--- src/uepc_regs.vh ---
`ifndef UEPC_REGS_VH
`define UEPC_REGS_VH
// ----------------------------------------------------------------
// Timing figures and derived cycle counts at a 40 MHz clock.
// ----------------------------------------------------------------
`define UEPC_CLK_MHZ 40
`define UEPC_SETUP_NS 2000
`define UEPC_SETUP_CYC ((`UEPC_SETUP_NS * `UEPC_CLK_MHZ + 999) / 1000)
`define UEPC_HOLD_NS 2000
`define UEPC_HOLD_CYC ((`UEPC_HOLD_NS * `UEPC_CLK_MHZ + 999) / 1000)
`define UEPC_OESETUP_NS 2000
`define UEPC_OESETUP_CYC ((`UEPC_OESETUP_NS * `UEPC_CLK_MHZ + 999) / 1000)
`define UEPC_PULSE_US 1000
`define UEPC_PULSE_CYC (`UEPC_PULSE_US * `UEPC_CLK_MHZ)
`define UEPC_OVER_FACTOR 3
`define UEPC_ACCESS_NS 450
`define UEPC_ACCESS_CYC ((`UEPC_ACCESS_NS * `UEPC_CLK_MHZ + 999) / 1000)
`define UEPC_MAX_PULSES 25
`define UEPC_ERASED_BYTE 8'hff
// ----------------------------------------------------------------
// Operation codes on the command port.
// ----------------------------------------------------------------
`define UEPC_OP_READ 2'h0
`define UEPC_OP_PROG 2'h1
`define UEPC_OP_IDENT 2'h2
`endif

--- src/uepc_ctrl.v ---
`timescale 1ns/1ps
`default_nettype none
`include "uepc_regs.vh"
module uepc_ctrl #(
  parameter AW = 14,
  parameter integer PULSE_CYC = `UEPC_PULSE_CYC,
  parameter integer MAX_PULSES = `UEPC_MAX_PULSES
) (
  input wire sys_clk,
  input wire reset_n,
  input wire cmd_valid,
  output wire cmd_ready,
  input wire [1:0] cmd_op,
  input wire [AW-1:0] cmd_addr,
  input wire [7:0] cmd_data,
  output reg rsp_valid_r,
  output reg [7:0] rsp_data_r,
  output reg rsp_fail_r,
  output reg [4:0] rsp_pulses_r,
  output reg [AW-1:0] mem_addr_r,
  output reg chip_sel_n_r,
  output reg out_gate_n_r,
  output reg prog_strobe_n_r,
  output reg prog_supply_high_r,
  output reg identifier_voltage_line_r,
  input wire [7:0] data_lines_in,
  output reg [7:0] data_lines_out_r,
  output reg data_lines_oe_r
);
  // ----------------------------------------------------------------
  // States and helpers.
  // ----------------------------------------------------------------
  localparam [3:0] S_IDLE = 4'h0;
  localparam [3:0] S_RSETUP = 4'h1;
  localparam [3:0] S_RSAMPLE = 4'h2;
  localparam [3:0] S_PSETUP = 4'h3;
  localparam [3:0] S_PULSE = 4'h4;
  localparam [3:0] S_PHOLD = 4'h5;
  localparam [3:0] S_VSETUP = 4'h6;
  localparam [3:0] S_VSAMPLE = 4'h7;
  localparam [3:0] S_OSETUP = 4'h8;
  localparam [3:0] S_OPULSE = 4'h9;
  localparam [3:0] S_OHOLD = 4'ha;
  localparam [3:0] S_DONE = 4'hb;
  localparam integer TW = 24;
  // The three-flop delay on the data pins is covered by the sample wait.
  localparam integer SAMPLE_CYC = `UEPC_ACCESS_CYC + 4;

  function [TW-1:0] to_tw;
    input integer v;
    begin
      to_tw = v[TW-1:0];
    end
  endfunction

  reg [3:0] state_r;
  reg [1:0] op_r;
  reg [7:0] wdata_r;
  reg [4:0] npulse_r;
  reg tload;
  reg [TW-1:0] tcount;
  wire tdone;
  reg [7:0] din_s1_r;
  reg [7:0] din_s2_r;
  reg [7:0] din_s3_r;

  uepc_timer #(.W(TW)) u_timer (
    .sys_clk(sys_clk),
    .reset_n(reset_n),
    .load(tload),
    .count(tcount),
    .done(tdone)
  );

  assign cmd_ready = (state_r == S_IDLE);

  // ----------------------------------------------------------------
  // Data pin synchroniser; only the settled pair is used.
  // ----------------------------------------------------------------
  always @(posedge sys_clk) begin
    if (!reset_n) begin
      din_s1_r <= 8'h00;
      din_s2_r <= 8'h00;
      din_s3_r <= 8'h00;
    end else begin
      din_s1_r <= data_lines_in;
      din_s2_r <= din_s1_r;
      din_s3_r <= din_s2_r;
    end
  end
  wire din_stable = (din_s2_r == din_s3_r);

  // ----------------------------------------------------------------
  // Timer loads on entry to each timed state (every state but S_IDLE and S_DONE).
  // ----------------------------------------------------------------
  always @* begin
    tload = 1'b0;
    tcount = {TW{1'b0}};
    case (state_r)
      S_IDLE: begin
        if (cmd_valid) begin
          tload = 1'b1;
          tcount = (cmd_op == `UEPC_OP_PROG) ? to_tw(`UEPC_SETUP_CYC)
                                              : to_tw(`UEPC_OESETUP_CYC);
        end
      end
      S_RSETUP, S_VSETUP: begin
        if (tdone) begin
          tload = 1'b1;
          tcount = to_tw(SAMPLE_CYC);
        end
      end
      S_PSETUP: begin
        if (tdone) begin
          tload = 1'b1;
          tcount = to_tw(PULSE_CYC);
        end
      end
      S_OSETUP: begin
        if (tdone) begin
          tload = 1'b1;
          tcount = to_tw(`UEPC_OVER_FACTOR * PULSE_CYC * npulse_r);
        end
      end
      S_PULSE, S_OPULSE: begin
        if (tdone) begin
          tload = 1'b1;
          tcount = to_tw(`UEPC_HOLD_CYC);
        end
      end
      S_PHOLD: begin
        if (tdone) begin
          tload = 1'b1;
          tcount = to_tw(`UEPC_OESETUP_CYC);
        end
      end
      S_RSAMPLE, S_VSAMPLE: begin
        // Pins still moving at the end of the window get one more window.
        if (tdone) begin
          tload = 1'b1;
          tcount = din_stable ? to_tw(`UEPC_SETUP_CYC) : to_tw(SAMPLE_CYC);
        end
      end
      default: begin
        tload = 1'b0;
      end
    endcase
  end

  // ----------------------------------------------------------------
  // Sequencer. Idle leaves the memory deselected in standby.
  // ----------------------------------------------------------------
  always @(posedge sys_clk) begin
    if (!reset_n) begin
      state_r <= S_IDLE;
      op_r <= `UEPC_OP_READ;
      wdata_r <= `UEPC_ERASED_BYTE;
      npulse_r <= 5'h00;
      rsp_valid_r <= 1'b0;
      rsp_data_r <= 8'h00;
      rsp_fail_r <= 1'b0;
      rsp_pulses_r <= 5'h00;
      mem_addr_r <= {AW{1'b0}};
      chip_sel_n_r <= 1'b1;
      out_gate_n_r <= 1'b1;
      prog_strobe_n_r <= 1'b1;
      prog_supply_high_r <= 1'b0;
      identifier_voltage_line_r <= 1'b0;
      data_lines_out_r <= 8'h00;
      data_lines_oe_r <= 1'b0;
    end else begin
      rsp_valid_r <= 1'b0;
      case (state_r)
        S_IDLE: begin
          chip_sel_n_r <= 1'b1;
          out_gate_n_r <= 1'b1;
          prog_strobe_n_r <= 1'b1;
          prog_supply_high_r <= 1'b0;
          identifier_voltage_line_r <= 1'b0;
          data_lines_oe_r <= 1'b0;
          if (cmd_valid) begin
            op_r <= cmd_op;
            npulse_r <= 5'h00;
            rsp_fail_r <= 1'b0;
            chip_sel_n_r <= 1'b0;
            if (cmd_op == `UEPC_OP_PROG) begin
              mem_addr_r <= cmd_addr;
              wdata_r <= cmd_data;
              prog_supply_high_r <= 1'b1;
              data_lines_out_r <= cmd_data;
              data_lines_oe_r <= 1'b1;
              state_r <= S_PSETUP;
            end else if (cmd_op == `UEPC_OP_IDENT) begin
              // Other address lines stay low; only the lowest bit picks the code.
              mem_addr_r <= {{(AW-1){1'b0}}, cmd_addr[0]};
              identifier_voltage_line_r <= 1'b1;
              state_r <= S_RSETUP;
            end else begin
              mem_addr_r <= cmd_addr;
              state_r <= S_RSETUP;
            end
          end
        end
        S_RSETUP: begin
          if (tdone) begin
            out_gate_n_r <= 1'b0;
            state_r <= S_RSAMPLE;
          end
        end
        S_RSAMPLE: begin
          if (tdone && din_stable) begin
            rsp_data_r <= din_s3_r;
            out_gate_n_r <= 1'b1;
            state_r <= S_DONE;
          end
        end
        S_PSETUP: begin
          if (tdone) begin
            prog_strobe_n_r <= 1'b0;
            npulse_r <= npulse_r + 5'h01;
            state_r <= S_PULSE;
          end
        end
        S_PULSE: begin
          if (tdone) begin
            prog_strobe_n_r <= 1'b1;
            state_r <= S_PHOLD;
          end
        end
        S_PHOLD: begin
          if (tdone) begin
            data_lines_oe_r <= 1'b0;
            state_r <= S_VSETUP;
          end
        end
        S_VSETUP: begin
          if (tdone) begin
            out_gate_n_r <= 1'b0;
            state_r <= S_VSAMPLE;
          end
        end
        S_VSAMPLE: begin
          if (tdone && din_stable) begin
            out_gate_n_r <= 1'b1;
            rsp_data_r <= din_s3_r;
            if (din_s3_r == wdata_r) begin
              data_lines_oe_r <= 1'b1;
              state_r <= S_OSETUP;
            end else if (npulse_r < MAX_PULSES) begin
              data_lines_oe_r <= 1'b1;
              state_r <= S_PSETUP;
            end else begin
              rsp_fail_r <= 1'b1;
              state_r <= S_DONE;
            end
          end
        end
        S_OSETUP: begin
          if (tdone) begin
            prog_strobe_n_r <= 1'b0;
            state_r <= S_OPULSE;
          end
        end
        S_OPULSE: begin
          if (tdone) begin
            prog_strobe_n_r <= 1'b1;
            state_r <= S_OHOLD;
          end
        end
        S_OHOLD: begin
          if (tdone) begin
            data_lines_oe_r <= 1'b0;
            state_r <= S_DONE;
          end
        end
        S_DONE: begin
          rsp_valid_r <= 1'b1;
          rsp_pulses_r <= npulse_r;
          chip_sel_n_r <= 1'b1;
          prog_supply_high_r <= 1'b0;
          identifier_voltage_line_r <= 1'b0;
          state_r <= S_IDLE;
        end
        default: begin
          state_r <= S_IDLE;
        end
      endcase
    end
  end
endmodule
`default_nettype wire

--- src/uepc_timer.v ---
`timescale 1ns/1ps
`default_nettype none
// ----------------------------------------------------------------
// Down counter that pulses done when a loaded wait has elapsed.
// ----------------------------------------------------------------
module uepc_timer #(
  parameter W = 24
) (
  input wire sys_clk,
  input wire reset_n,
  input wire load,
  input wire [W-1:0] count,
  output wire done
);
  reg [W-1:0] cnt_r;
  reg run_r;
  assign done = run_r && (cnt_r == {{(W-1){1'b0}}, 1'b1});
  always @(posedge sys_clk) begin
    if (!reset_n) begin
      cnt_r <= {W{1'b0}};
      run_r <= 1'b0;
    end else if (load) begin
      cnt_r <= count;
      run_r <= 1'b1;
    end else if (run_r) begin
      cnt_r <= cnt_r - {{(W-1){1'b0}}, 1'b1};
      if (cnt_r == {{(W-1){1'b0}}, 1'b1}) begin
        run_r <= 1'b0;
      end
    end
  end
endmodule
`default_nettype wire

--- config.mk ---
export PLATFORM = sky130hd
export DESIGN_NAME = uepc_ctrl
export DESIGN_NICKNAME = d
export VERILOG_FILES = /design/src/uepc_ctrl.v /design/src/uepc_timer.v
export VERILOG_INCLUDE_DIRS = /design/src
export SDC_FILE = /design/constraint.sdc
export NUM_CORES = 1
export LEC_CHECK = 0
export ABC_CLOCK_PERIOD_IN_PS = 4700
export BUFFER_PORTS_ARGS = -buffer_cell sky130_fd_sc_hd__buf_2
export CELL_PAD_IN_SITES_DETAIL_PLACEMENT = 1
export CELL_PAD_IN_SITES_GLOBAL_PLACEMENT = 2
export CORE_MARGIN = 2
export CORE_UTILIZATION = 37
export CTS_BUF_LIST = sky130_fd_sc_hd__clkbuf_4
export CTS_CLUSTER_SIZE = 25
export DETAILED_ROUTE_END_ITERATION = 6
export MAX_ROUTING_LAYER = met4
export PLACE_DENSITY_LB_ADDON = 0.1
export SLEW_MARGIN = 20
export SYNTH_ARGS = -nofsm -noshare
export SYNTH_HDL_FRONTEND = slang
export SYNTH_SLANG_ARGS = --single-unit
--- constraint.sdc ---
create_clock -name sys_clk -period 4.7 [get_ports sys_clk]
set_input_delay 0.47 -clock sys_clk [delete_from_list [all_inputs] [get_ports sys_clk]]
set_output_delay 0.47 -clock sys_clk [all_outputs]
set_load 0.02 [all_outputs]
# [After elaboration in Yosys (flattened, before gate mapping)]
# Index checks and enable logic that the tools add are counted.
[totals] memories=0 ram_bits=0 latchBits=0 out_inout_bits=44 rom_bits=0 register_bits=109
[classes] order_cmp=1 multipliers=1 bitwise_logic=0 div=0 muxes=60 shift=0 n_reduce_logical=26 eq_ne=35 addsub=2
[op_table] cell="22-bit one-hot mux with 6 select lines" count=1
[op_table] cell="4-bit two-way mux" count=13
[op_table] cell="24-bit two-way mux" count=2
[op_table] cell="4-bit one-hot mux with 11 select lines" count=1
[op_table] cell="14-bit two-way mux" count=2
[op_table] cell="7-bit two-way mux" count=4
[op_table] cell="2-bit inequality test (second input constant)" count=13
[op_table] cell="24-bit by 1-bit == test with 1-bit output (second input constant)" count=1
[op_table] cell="24-bit by 1-bit subtractor with 24-bit output (second input constant)" count=1
[op_table] cell="1-bit two-way mux" count=22
[op_table] cell="22-bit two-way mux" count=1
[op_table] cell="4-bit by 3-bit == test with 1-bit output (second input constant)" count=4
[op_table] cell="4-bit == test (second input constant)" count=4
[op_table] cell="8-bit == test" count=2
[op_table] cell="11-bit by 5-bit multiplier with 16-bit output (first input constant)" count=1
[op_table] cell="16-bit two-way mux" count=1
[op_table] cell="5-bit two-way mux" count=3
[op_table] cell="3-bit AND reduction" count=4
[op_table] cell="11-bit AND reduction" count=1
[op_table] cell="2-bit by 1-bit inequality test with 1-bit output (second input constant)" count=5
[op_table] cell="1-bit one-hot mux with 2 select lines" count=5
[op_table] cell="5-bit one-hot mux with 2 select lines" count=1
[op_table] cell="2-bit OR reduction" count=5
[op_table] cell="1-bit one-hot mux with 3 select lines" count=3
[op_table] cell="17 further kinds" count=25

# [Longest topological paths before layout]
# Gate-level depths: netlist of the first run.
[logic_depth] word_depth=5 mapped_depth=13 ltp_nobuf=12

# [Cells and area by module]
# Synthesis of the first run repeated with hierarchy kept, for this count alone.
[unflattened] hier_cells=661 hier_area_um2=5950.7
[modules_own_cells] module="uepc_ctrl" n_inst=1 seq_area_each_um2=1681.6 area_per_inst_um2=4519.3 cells_each=501
[modules_own_cells] module="uepc_timer" n_inst=1 seq_area_each_um2=500.5 area_per_inst_um2=1431.4 cells_each=160

# [Worst setup path after synthesis of the first run]
# No wires, ideal clock.
[synth_path] kind="reg-to-reg" startpoint="register npulse_r[3]" endpoint="register u_timer.cnt_r[17]" setup_slack_ns=1.401 arrival_ns=3.175 path_buffers=0 synth_period_minus_slack_ns=3.299 setup_time_ns=0.123 stages_incl_launch_ff=13 path_cell_list="dfxtp_1 -> inv_1 -> ha_1 -> ha_1 -> or2_2 -> fa_1 -> ha_1 -> and2_1 -> a221oi_1 -> o21ai_0 -> a31oi_1 -> xor2_1 -> o22ai_1"
[synth_via] elab_chain_cells=4
[synth_rtl] item="start, declared" line_no="uepc_ctrl.v:59" source="reg [4:0] npulse_r;"
[synth_rtl] item="start signal, assigned" line_no="uepc_ctrl.v:220" source="npulse_r <= npulse_r + 5'h01;"
[synth_rtl] item="11-bit by 5-bit multiplier with 16-bit output (no source line)"
[synth_rtl] item="22-bit two-way mux" line_no="uepc_ctrl.v:120" source="if (tdone) begin"
[synth_rtl] item="22-bit one-hot mux with 6 select lines" line_no="uepc_ctrl.v:99" source="case (state_r)"
[synth_rtl] item="24-bit two-way mux" line_no="uepc_timer.v:22" source="end else if (load) begin"
[synth_rtl] item="end signal, assigned" line_no="uepc_timer.v:20" source="cnt_r <= {W{1'b0}};"
[synth_rtl] item="end signal, assigned" line_no="uepc_timer.v:23" source="cnt_r <= count;"
[synth_rtl] item="end signal, assigned" line_no="uepc_timer.v:26" source="cnt_r <= cnt_r - {{(W-1){1'b0}}, 1'b1};"
[synth_rtl] item="end, declared" line_no="uepc_timer.v:15" source="reg [W-1:0] cnt_r;"
# No other way between the ends.
# A chain may end at the register's enable or synchronous reset.

# [Worst setup path in the final report of the first run]
# Same ends and word-level chain as after synthesis.

==> out/results.ini, run 1 <==
[status]
outcome = finished clean

[timing]
timing_max_transition_violations_final = 0
max_slew_margin = 0.3854
finalWorstPathRequiredPeriod_ns = 3.778
post-route-period-util = 0.8038
grt_setup_unrepaired = false
fmax_mhz = 264.7
max_slew.worst_pin.slew_ns = 0.9186
fin_worst_skew_ns = 0.01473
setup_violations = 0
whs_ns = 0.1576
setup-tns-final_ns = 0
report.final.hold_viol_count = 0

[route]
wl_per_cell_um = 17.76
drc = 0
detailroute.via_count = 5214
drt_iter0_drc = 290
drtAntennaViolNets = 0
drt-total-wl_mm = 17.00
post_drt_via_cell_ratio = 5.448
detailedRoute.firstPassIterationCount = 4

[placed_design]
post-dp-hpwl_mm = 12.64
gp_congestion = 0.8078
placedInstanceArea_um2 = 6484
buffer_ports.inserted = 78
place.detailed.instances = 940

[global_route]
grt_usage = 0.2129
antenna_violations_before_repair = 1
overflow = 0
grt_start_max_net_pins = 55
grt_pass1_wl_mm = 27.43
grt_pass1_vias = 5287

[clocking]
post_cts_resize_count = 0
htree_levels = 3
worst_skew_pair.late_latency_ns = 0.50
cts.clk_slew.worst_paths_ns = 0.19
clock_tree.root_cell = sky130_fd_sc_hd__clkbuf_4
postCtsHoldBufs = 0
cts_tree = built
clock_sinks = 109
clock_path_buffers = 2
numCtsBuffers = 9
post-cts-setup-buffers = 0

[critical_path]
critical_path.most_common_cell = sky130_fd_sc_hd__ha_1
critPathRequiredTime_ns = 5.10
crit_fanout = 7
crit_path_end_kind = flop
crit_path_max_incr_delay_ns = 0.63
critPathKind = flop to flop
cp.arrival_ns = 4.18
critical_path.startpoint_type = flop
cpMaxStageDelayCell = sky130_fd_sc_hd__a221oi_1
cell_breakdown_of_the_critical_path = inv_1, ha_1, ha_1, or2_2, fa_1, ha_1, and2_1, a221oi_1, o21ai_0, a31oi_1, xor2_1, o22ai_1

[min_path]
holdCritPathClass = input pin to flop

[logic_synthesis]
ys_seq_area_frac = 0.3661
asyncSetResetFlopFracSynth = 0
synth-seq-cells = 109
syn_nets = 758
ys.warnings.count = 0
syn_area_um2 = 5961
synthFlopType = sky130_fd_sc_hd__dfxtp_1
postSynthCellCount = 679
synth_edf_count = 0
synth.distinct_cells = 73
avgSynthCellArea_um2 = 8.779

[power_and_ir_drop]
vdd_drop_max_uv = 135.0
pwr_density_cell_nw_per_um2 = 344.2
leakage_nw = 2.930

[final_layout]
syn_to_final_growth_pct = 11.29
layout_commonest_cell = sky130_fd_sc_hd__dfxtp_1
most-common-layout-cells = 109 x sky130_fd_sc_hd__dfxtp_1, 78 x sky130_fd_sc_hd__buf_2, 63 x sky130_fd_sc_hd__nand2_1, 57 x sky130_fd_sc_hd__nor2_1, 49 x sky130_fd_sc_hd__a21oi_1
final_core_utilization = 0.4191
num-fill-cells = 1875
drive_above_1_share = 0.1608
design_area_um2 = 6634
nets = 814
final_cells = 957

[die]
initial_standard_cell_utilization_of_the_core = 0.3766
die_area_um2 = 17140
pin_count = 79
core_um2 = 15830
dieHeight_um = 130.9
die_w_um = 130.9
row_count = 46

[flow_run]
cap_violations = 0

[synthesized netlist by cell type (4+ instances only)]
library cell | instances | area share
sky130_fd_sc_hd__nor4_4 | 4 | 0.014
sky130_fd_sc_hd__o211ai_1 | 7 | 0.0088
sky130_fd_sc_hd__clkbuf_1 | 23 | 0.014
sky130_fd_sc_hd__and2_1 | 26 | 0.027
sky130_fd_sc_hd__inv_1 | 22 | 0.014
sky130_fd_sc_hd__ha_1 | 39 | 0.082
sky130_fd_sc_hd__xor2_1 | 13 | 0.019
sky130_fd_sc_hd__a22o_1 | 14 | 0.021
sky130_fd_sc_hd__nand4_1 | 12 | 0.013
sky130_fd_sc_hd__nor2_1 | 57 | 0.036
sky130_fd_sc_hd__xnor2_1 | 29 | 0.043
sky130_fd_sc_hd__fa_1 | 5 | 0.017
sky130_fd_sc_hd__o31ai_1 | 5 | 0.0063
sky130_fd_sc_hd__dfxtp_1 | 109 | 0.37
sky130_fd_sc_hd__nand3_1 | 23 | 0.019
sky130_fd_sc_hd__a22oi_1 | 5 | 0.0063
sky130_fd_sc_hd__mux2i_1 | 11 | 0.018
sky130_fd_sc_hd__a21o_1 | 9 | 0.011
sky130_fd_sc_hd__a21oi_1 | 49 | 0.041
sky130_fd_sc_hd__o21a_1 | 4 | 0.0050
sky130_fd_sc_hd__a31oi_1 | 9 | 0.0094
sky130_fd_sc_hd__nand2b_1 | 4 | 0.0042
sky130_fd_sc_hd__or3_1 | 5 | 0.0052
sky130_fd_sc_hd__nor3_1 | 14 | 0.012
sky130_fd_sc_hd__buf_2 | 11 | 0.0092
sky130_fd_sc_hd__a211oi_1 | 8 | 0.010
sky130_fd_sc_hd__nand2_1 | 63 | 0.040
sky130_fd_sc_hd__o21ai_0 | 29 | 0.024
sky130_fd_sc_hd__nor4_1 | 5 | 0.0052
[cell type report]
type	count	area [um^2]	share of cell area
Antenna cell	1	2.502	0.0003772
Clock inverter	7	80.08	0.01207
Tap cell	216	270.3	0.04074
Timing Repair Buffer	82	420.4	0.06337
Clock buffer	9	67.56	0.01018
Sequential cell	109	2182	0.3289
Multi-Input combinational cell	510	3525	0.5313
Inverter	23	86.33	0.01301
[critical path: cells and delay by family, from the launching register on]
| kind | cells | cell delay (ns) |
|---|---|---|
| xor gates and xnor gates | 1 | 0.16 |
| DFF | 1 | 0.52 |
| and+or+nand+nor | 2 | 0.47 |
| adders and majority gates | 4 | 1.21 |
| buffers and inverters | 1 | 0.18 |
| AOI/OAI and AO/OA | 4 | 1.14 |
[metal layers]
metal	part of all wire	track usage
met4	0.012	0.05632
met2	0.51	0.3732
met3	0.032	0.03176
met5	0	-
met1	0.45	0.2562
[final timing paths]
path / cells after the start / slack (ns) / to / start
worst min-delay path: 2 / 0.16 / din_s1_r[3] / data_lines_in[3]
worst max register to register: 12 / 0.92 / u_timer.cnt_r[17] / npulse_r[3]
worst max-delay path: 12 / 0.92 / u_timer.cnt_r[17] / npulse_r[3]
worst min register to register: 1 / 0.46 / din_s2_r[2] / din_s1_r[2]
[cell families after synthesis]
| kind of cell | Yosys count | synth area share |
|---|---|---|
| compound gates | 170 | 0.1902 |
| xor+xnor | 42 | 0.06171 |
| fa+ha+maj | 45 | 0.1003 |
| buf+inv | 60 | 0.04261 |
| flops | 109 | 0.3661 |
| mux | 11 | 0.01847 |
| simple gates | 242 | 0.2206 |
[flip-flops by register name, indices dropped and copies added, names as in the netlist, 4 cells and up]
signal / cells
u_timer.cnt_r: 24
mem_addr_r: 14
data_lines_out_r: 8
din_s1_r: 8
din_s2_r: 8
din_s3_r: 8
rsp_data_r: 8
wdata_r: 8
npulse_r: 5
rsp_pulses_r: 5
state_r: 4
[stage by stage]
step / power, mW / worst slack [ns]
2_1_floorplan: 1.632 / 1.401
3_3_place_gp: 1.781 / 1.011
3_5_place_dp: 1.807 / 0.9132
4_1_cts: 2.310 / 0.9035
5_1_grt: 2.427 / 0.5513
6_report: 2.283 / 0.9220
[power by group]
part	leakage [nW]	switching (mW)	internal, mW
clock	0.0761	0.369	0.128
combinational	1.96	0.431	0.270
sequential	0.889	0.0906	0.995
No activity file was read; power rests on OpenSTA's default activity.
==> run 2, diff against run 1 <==
ABC_CLOCK_PERIOD_IN_PS = 3450   (was 4700)
CORE_UTILIZATION = 33   (was 37)
clock period = 3.45 ns   (was 4.7 ns; I/O delays follow)
==> out/results.ini, run 2 (synthesized netlist as in run 1, its figures left out) <==
[status]
outcome = finished clean

[route]
drtAntennaViolNets = 0
post_drt_via_cell_ratio = 5.251
wl_per_cell_um = 17.53
drt_iter0_drc = 230
drc = 0
detailedRoute.firstPassIterationCount = 4
detailroute.via_count = 5309
drt-total-wl_mm = 17.73

[critical_path]
crit_path_max_incr_delay_ns = 0.44
critPathKind = flop to flop
rr_worst_depth = 13
cell_breakdown_of_the_critical_path = inv_1, ha_1, ha_1, or2_2, fa_1, ha_1, and2_1, a221oi_1, buf_4, o21ai_0, a31oi_1, xor2_1, o22ai_1
critical_path.most_common_cell = sky130_fd_sc_hd__ha_1
critical_path.startpoint_type = flop
critPathRequiredTime_ns = 3.86
cp.arrival_ns = 3.60
crit_fanout = 6
crit_path_end_kind = flop
cpMaxStageDelayCell = sky130_fd_sc_hd__fa_1

[clocking]
cts.clk_slew.worst_paths_ns = 0.21
worst_skew_pair.late_latency_ns = 0.51
post-cts-setup-buffers = 0
cts_tree = built
clock_sinks = 109
htree_levels = 3
clock_path_buffers = 2
clock_tree.root_cell = sky130_fd_sc_hd__clkbuf_4
numCtsBuffers = 9

[final_layout]
layout_commonest_cell = sky130_fd_sc_hd__dfxtp_1
syn_to_final_growth_pct = 18.32
nets = 855
largest-register = u_timer.cnt_r
biggestRegsByFlops = u_timer.cnt_r x24, mem_addr_r x14
design_area_um2 = 7053
drive_above_1_share = 0.1793
largest_reg_flops = 24
most-common-layout-cells = 107 x sky130_fd_sc_hd__dfxtp_1, 78 x sky130_fd_sc_hd__buf_2, 63 x sky130_fd_sc_hd__nand2_1, 57 x sky130_fd_sc_hd__nor2_1, 49 x sky130_fd_sc_hd__a21oi_1
final_core_utilization = 0.3953

[flow_run]
cap_violations = 0

[timing]
fmax_mhz = 313.6
report.final.hold_viol_count = 0
post-route-period-util = 0.9244
setup-tns-final_ns = 0
fin_worst_skew_ns = 0.02374
finalWorstPathRequiredPeriod_ns = 3.189
layout_setup_ws_ns = 0.2610
max_slew_margin = 0.5393
setup_violations = 0
timing_max_transition_violations_final = 0
max_slew.worst_pin.slew_ns = 0.6858
grt_setup_unrepaired = false

[die]
pin_count = 79
die_area_um2 = 19150
die_w_um = 138.4
dieHeight_um = 138.4
initial_standard_cell_utilization_of_the_core = 0.3341
core_um2 = 17840
row_count = 49

[placed_design]
preCtsSetupSlack_ns = 0.1465
placedInstanceArea_um2 = 6648
gp_congestion = 0.7841
post-dp-hpwl_mm = 12.95
buffer_ports.inserted = 78

[global_route]
grt_usage = 0.1921
antenna_violations_before_repair = 1
overflow = 0
grt_pass1_wl_mm = 29.15
grt_start_max_net_pins = 55
grt_pass1_vias = 5657

[power_and_ir_drop]
leakage_nw = 3.133
vdd_drop_max_uv = 232.4
pwr_density_cell_nw_per_um2 = 464.4
totalPowerFinal_mw = 3.275

[min_path]
min_delay_path_depth = 2
holdCritPathClass = input pin to flop

-- run 2: cell types whose count changed in the layout (fill, tap and decap cells not counted) --
| cell | previous run | this run |
|---|---|---|
| sky130_fd_sc_hd__dfxtp_1 | 109 | 107 |
| sky130_fd_sc_hd__dfxtp_2 | 0 | 2 |
| sky130_fd_sc_hd__dlygate4sd3_1 | 0 | 23 |
| sky130_fd_sc_hd__clkinvlp_4 | 1 | 0 |
| sky130_fd_sc_hd__inv_12 | 0 | 4 |
| sky130_fd_sc_hd__nor4b_2 | 0 | 1 |
| sky130_fd_sc_hd__buf_4 | 4 | 21 |
| sky130_fd_sc_hd__clkinv_4 | 1 | 0 |
| sky130_fd_sc_hd__buf_12 | 0 | 1 |
| sky130_fd_sc_hd__clkinv_8 | 2 | 0 |
| sky130_fd_sc_hd__nor4b_1 | 2 | 1 |
-- run 2: routing by layer --
layer  vias up  wire length (um)  global-route usage
met2        81              8980              0.3379
met3        13               465             0.03429
met5         -                 0                   -
met1      2602              8068              0.2279
met4         0               212             0.04672
li1       2613                 -                   -
-- run 2: path summary, 6_finish.rpt --
check	slack, ns	endpoint	start
hold / removal	0.05	din_s1_r[4]	data_lines_in[4]
setup reg to reg	0.26	u_timer.cnt_r[17]	npulse_r[3]
hold reg to reg	0.47	din_s2_r[7]	din_s1_r[7]
setup / recovery	0.26	u_timer.cnt_r[17]	npulse_r[3]
-- run 2: cell type report --
cell class / count / area, um^2
repair buffers: 123 / 798.3
clock buffers: 9 / 67.56
fillers: 2134 / 10790
flip-flops and latches: 109 / 2185
diodes: 1 / 2.502
multi-input cells: 510 / 3531
clock inverters: 7 / 96.34
well taps: 229 / 286.5
inverters: 23 / 86.33
-- run 2: repair_timing --
action                                  CTS  global route
hold endpoints to repair                 21             2
hold buffers                             21             2
resized for setup                         0             3
endpoints found under the setup margin    0             5
-- run 2: metrics by stage --
stage               hold WS [ns]  cells
floorplan                 0.4057    679
global placement          0.4173    971
detailed placement        0.4152    971
CTS                    0.0007788   1008
global route             0.01238   1011
finish                   0.05123   1011
-- run 2: where the power goes --
group | leakage [nW] | total, mW | switching, mW | internal, mW
sequential | 0.890 | 1.46 | 0.105 | 1.36
combinational | 2.16 | 1.05 | 0.622 | 0.428
clock | 0.0872 | 0.764 | 0.563 | 0.201
total | 3.13 | 3.28 | 1.29 | 1.98
-- run 2: worst max-delay path: cells and delay by family, from the launching register on --
family                   cells  cell delay (ns)
buffers and inverters        2             0.25
adder cells (fa/ha/maj)      4             1.21
AND/OR/NAND/NOR              2             0.46
flip-flops                   1             0.37
AO/OA/AOI/OAI                4             0.61
XOR/XNOR                     1             0.18
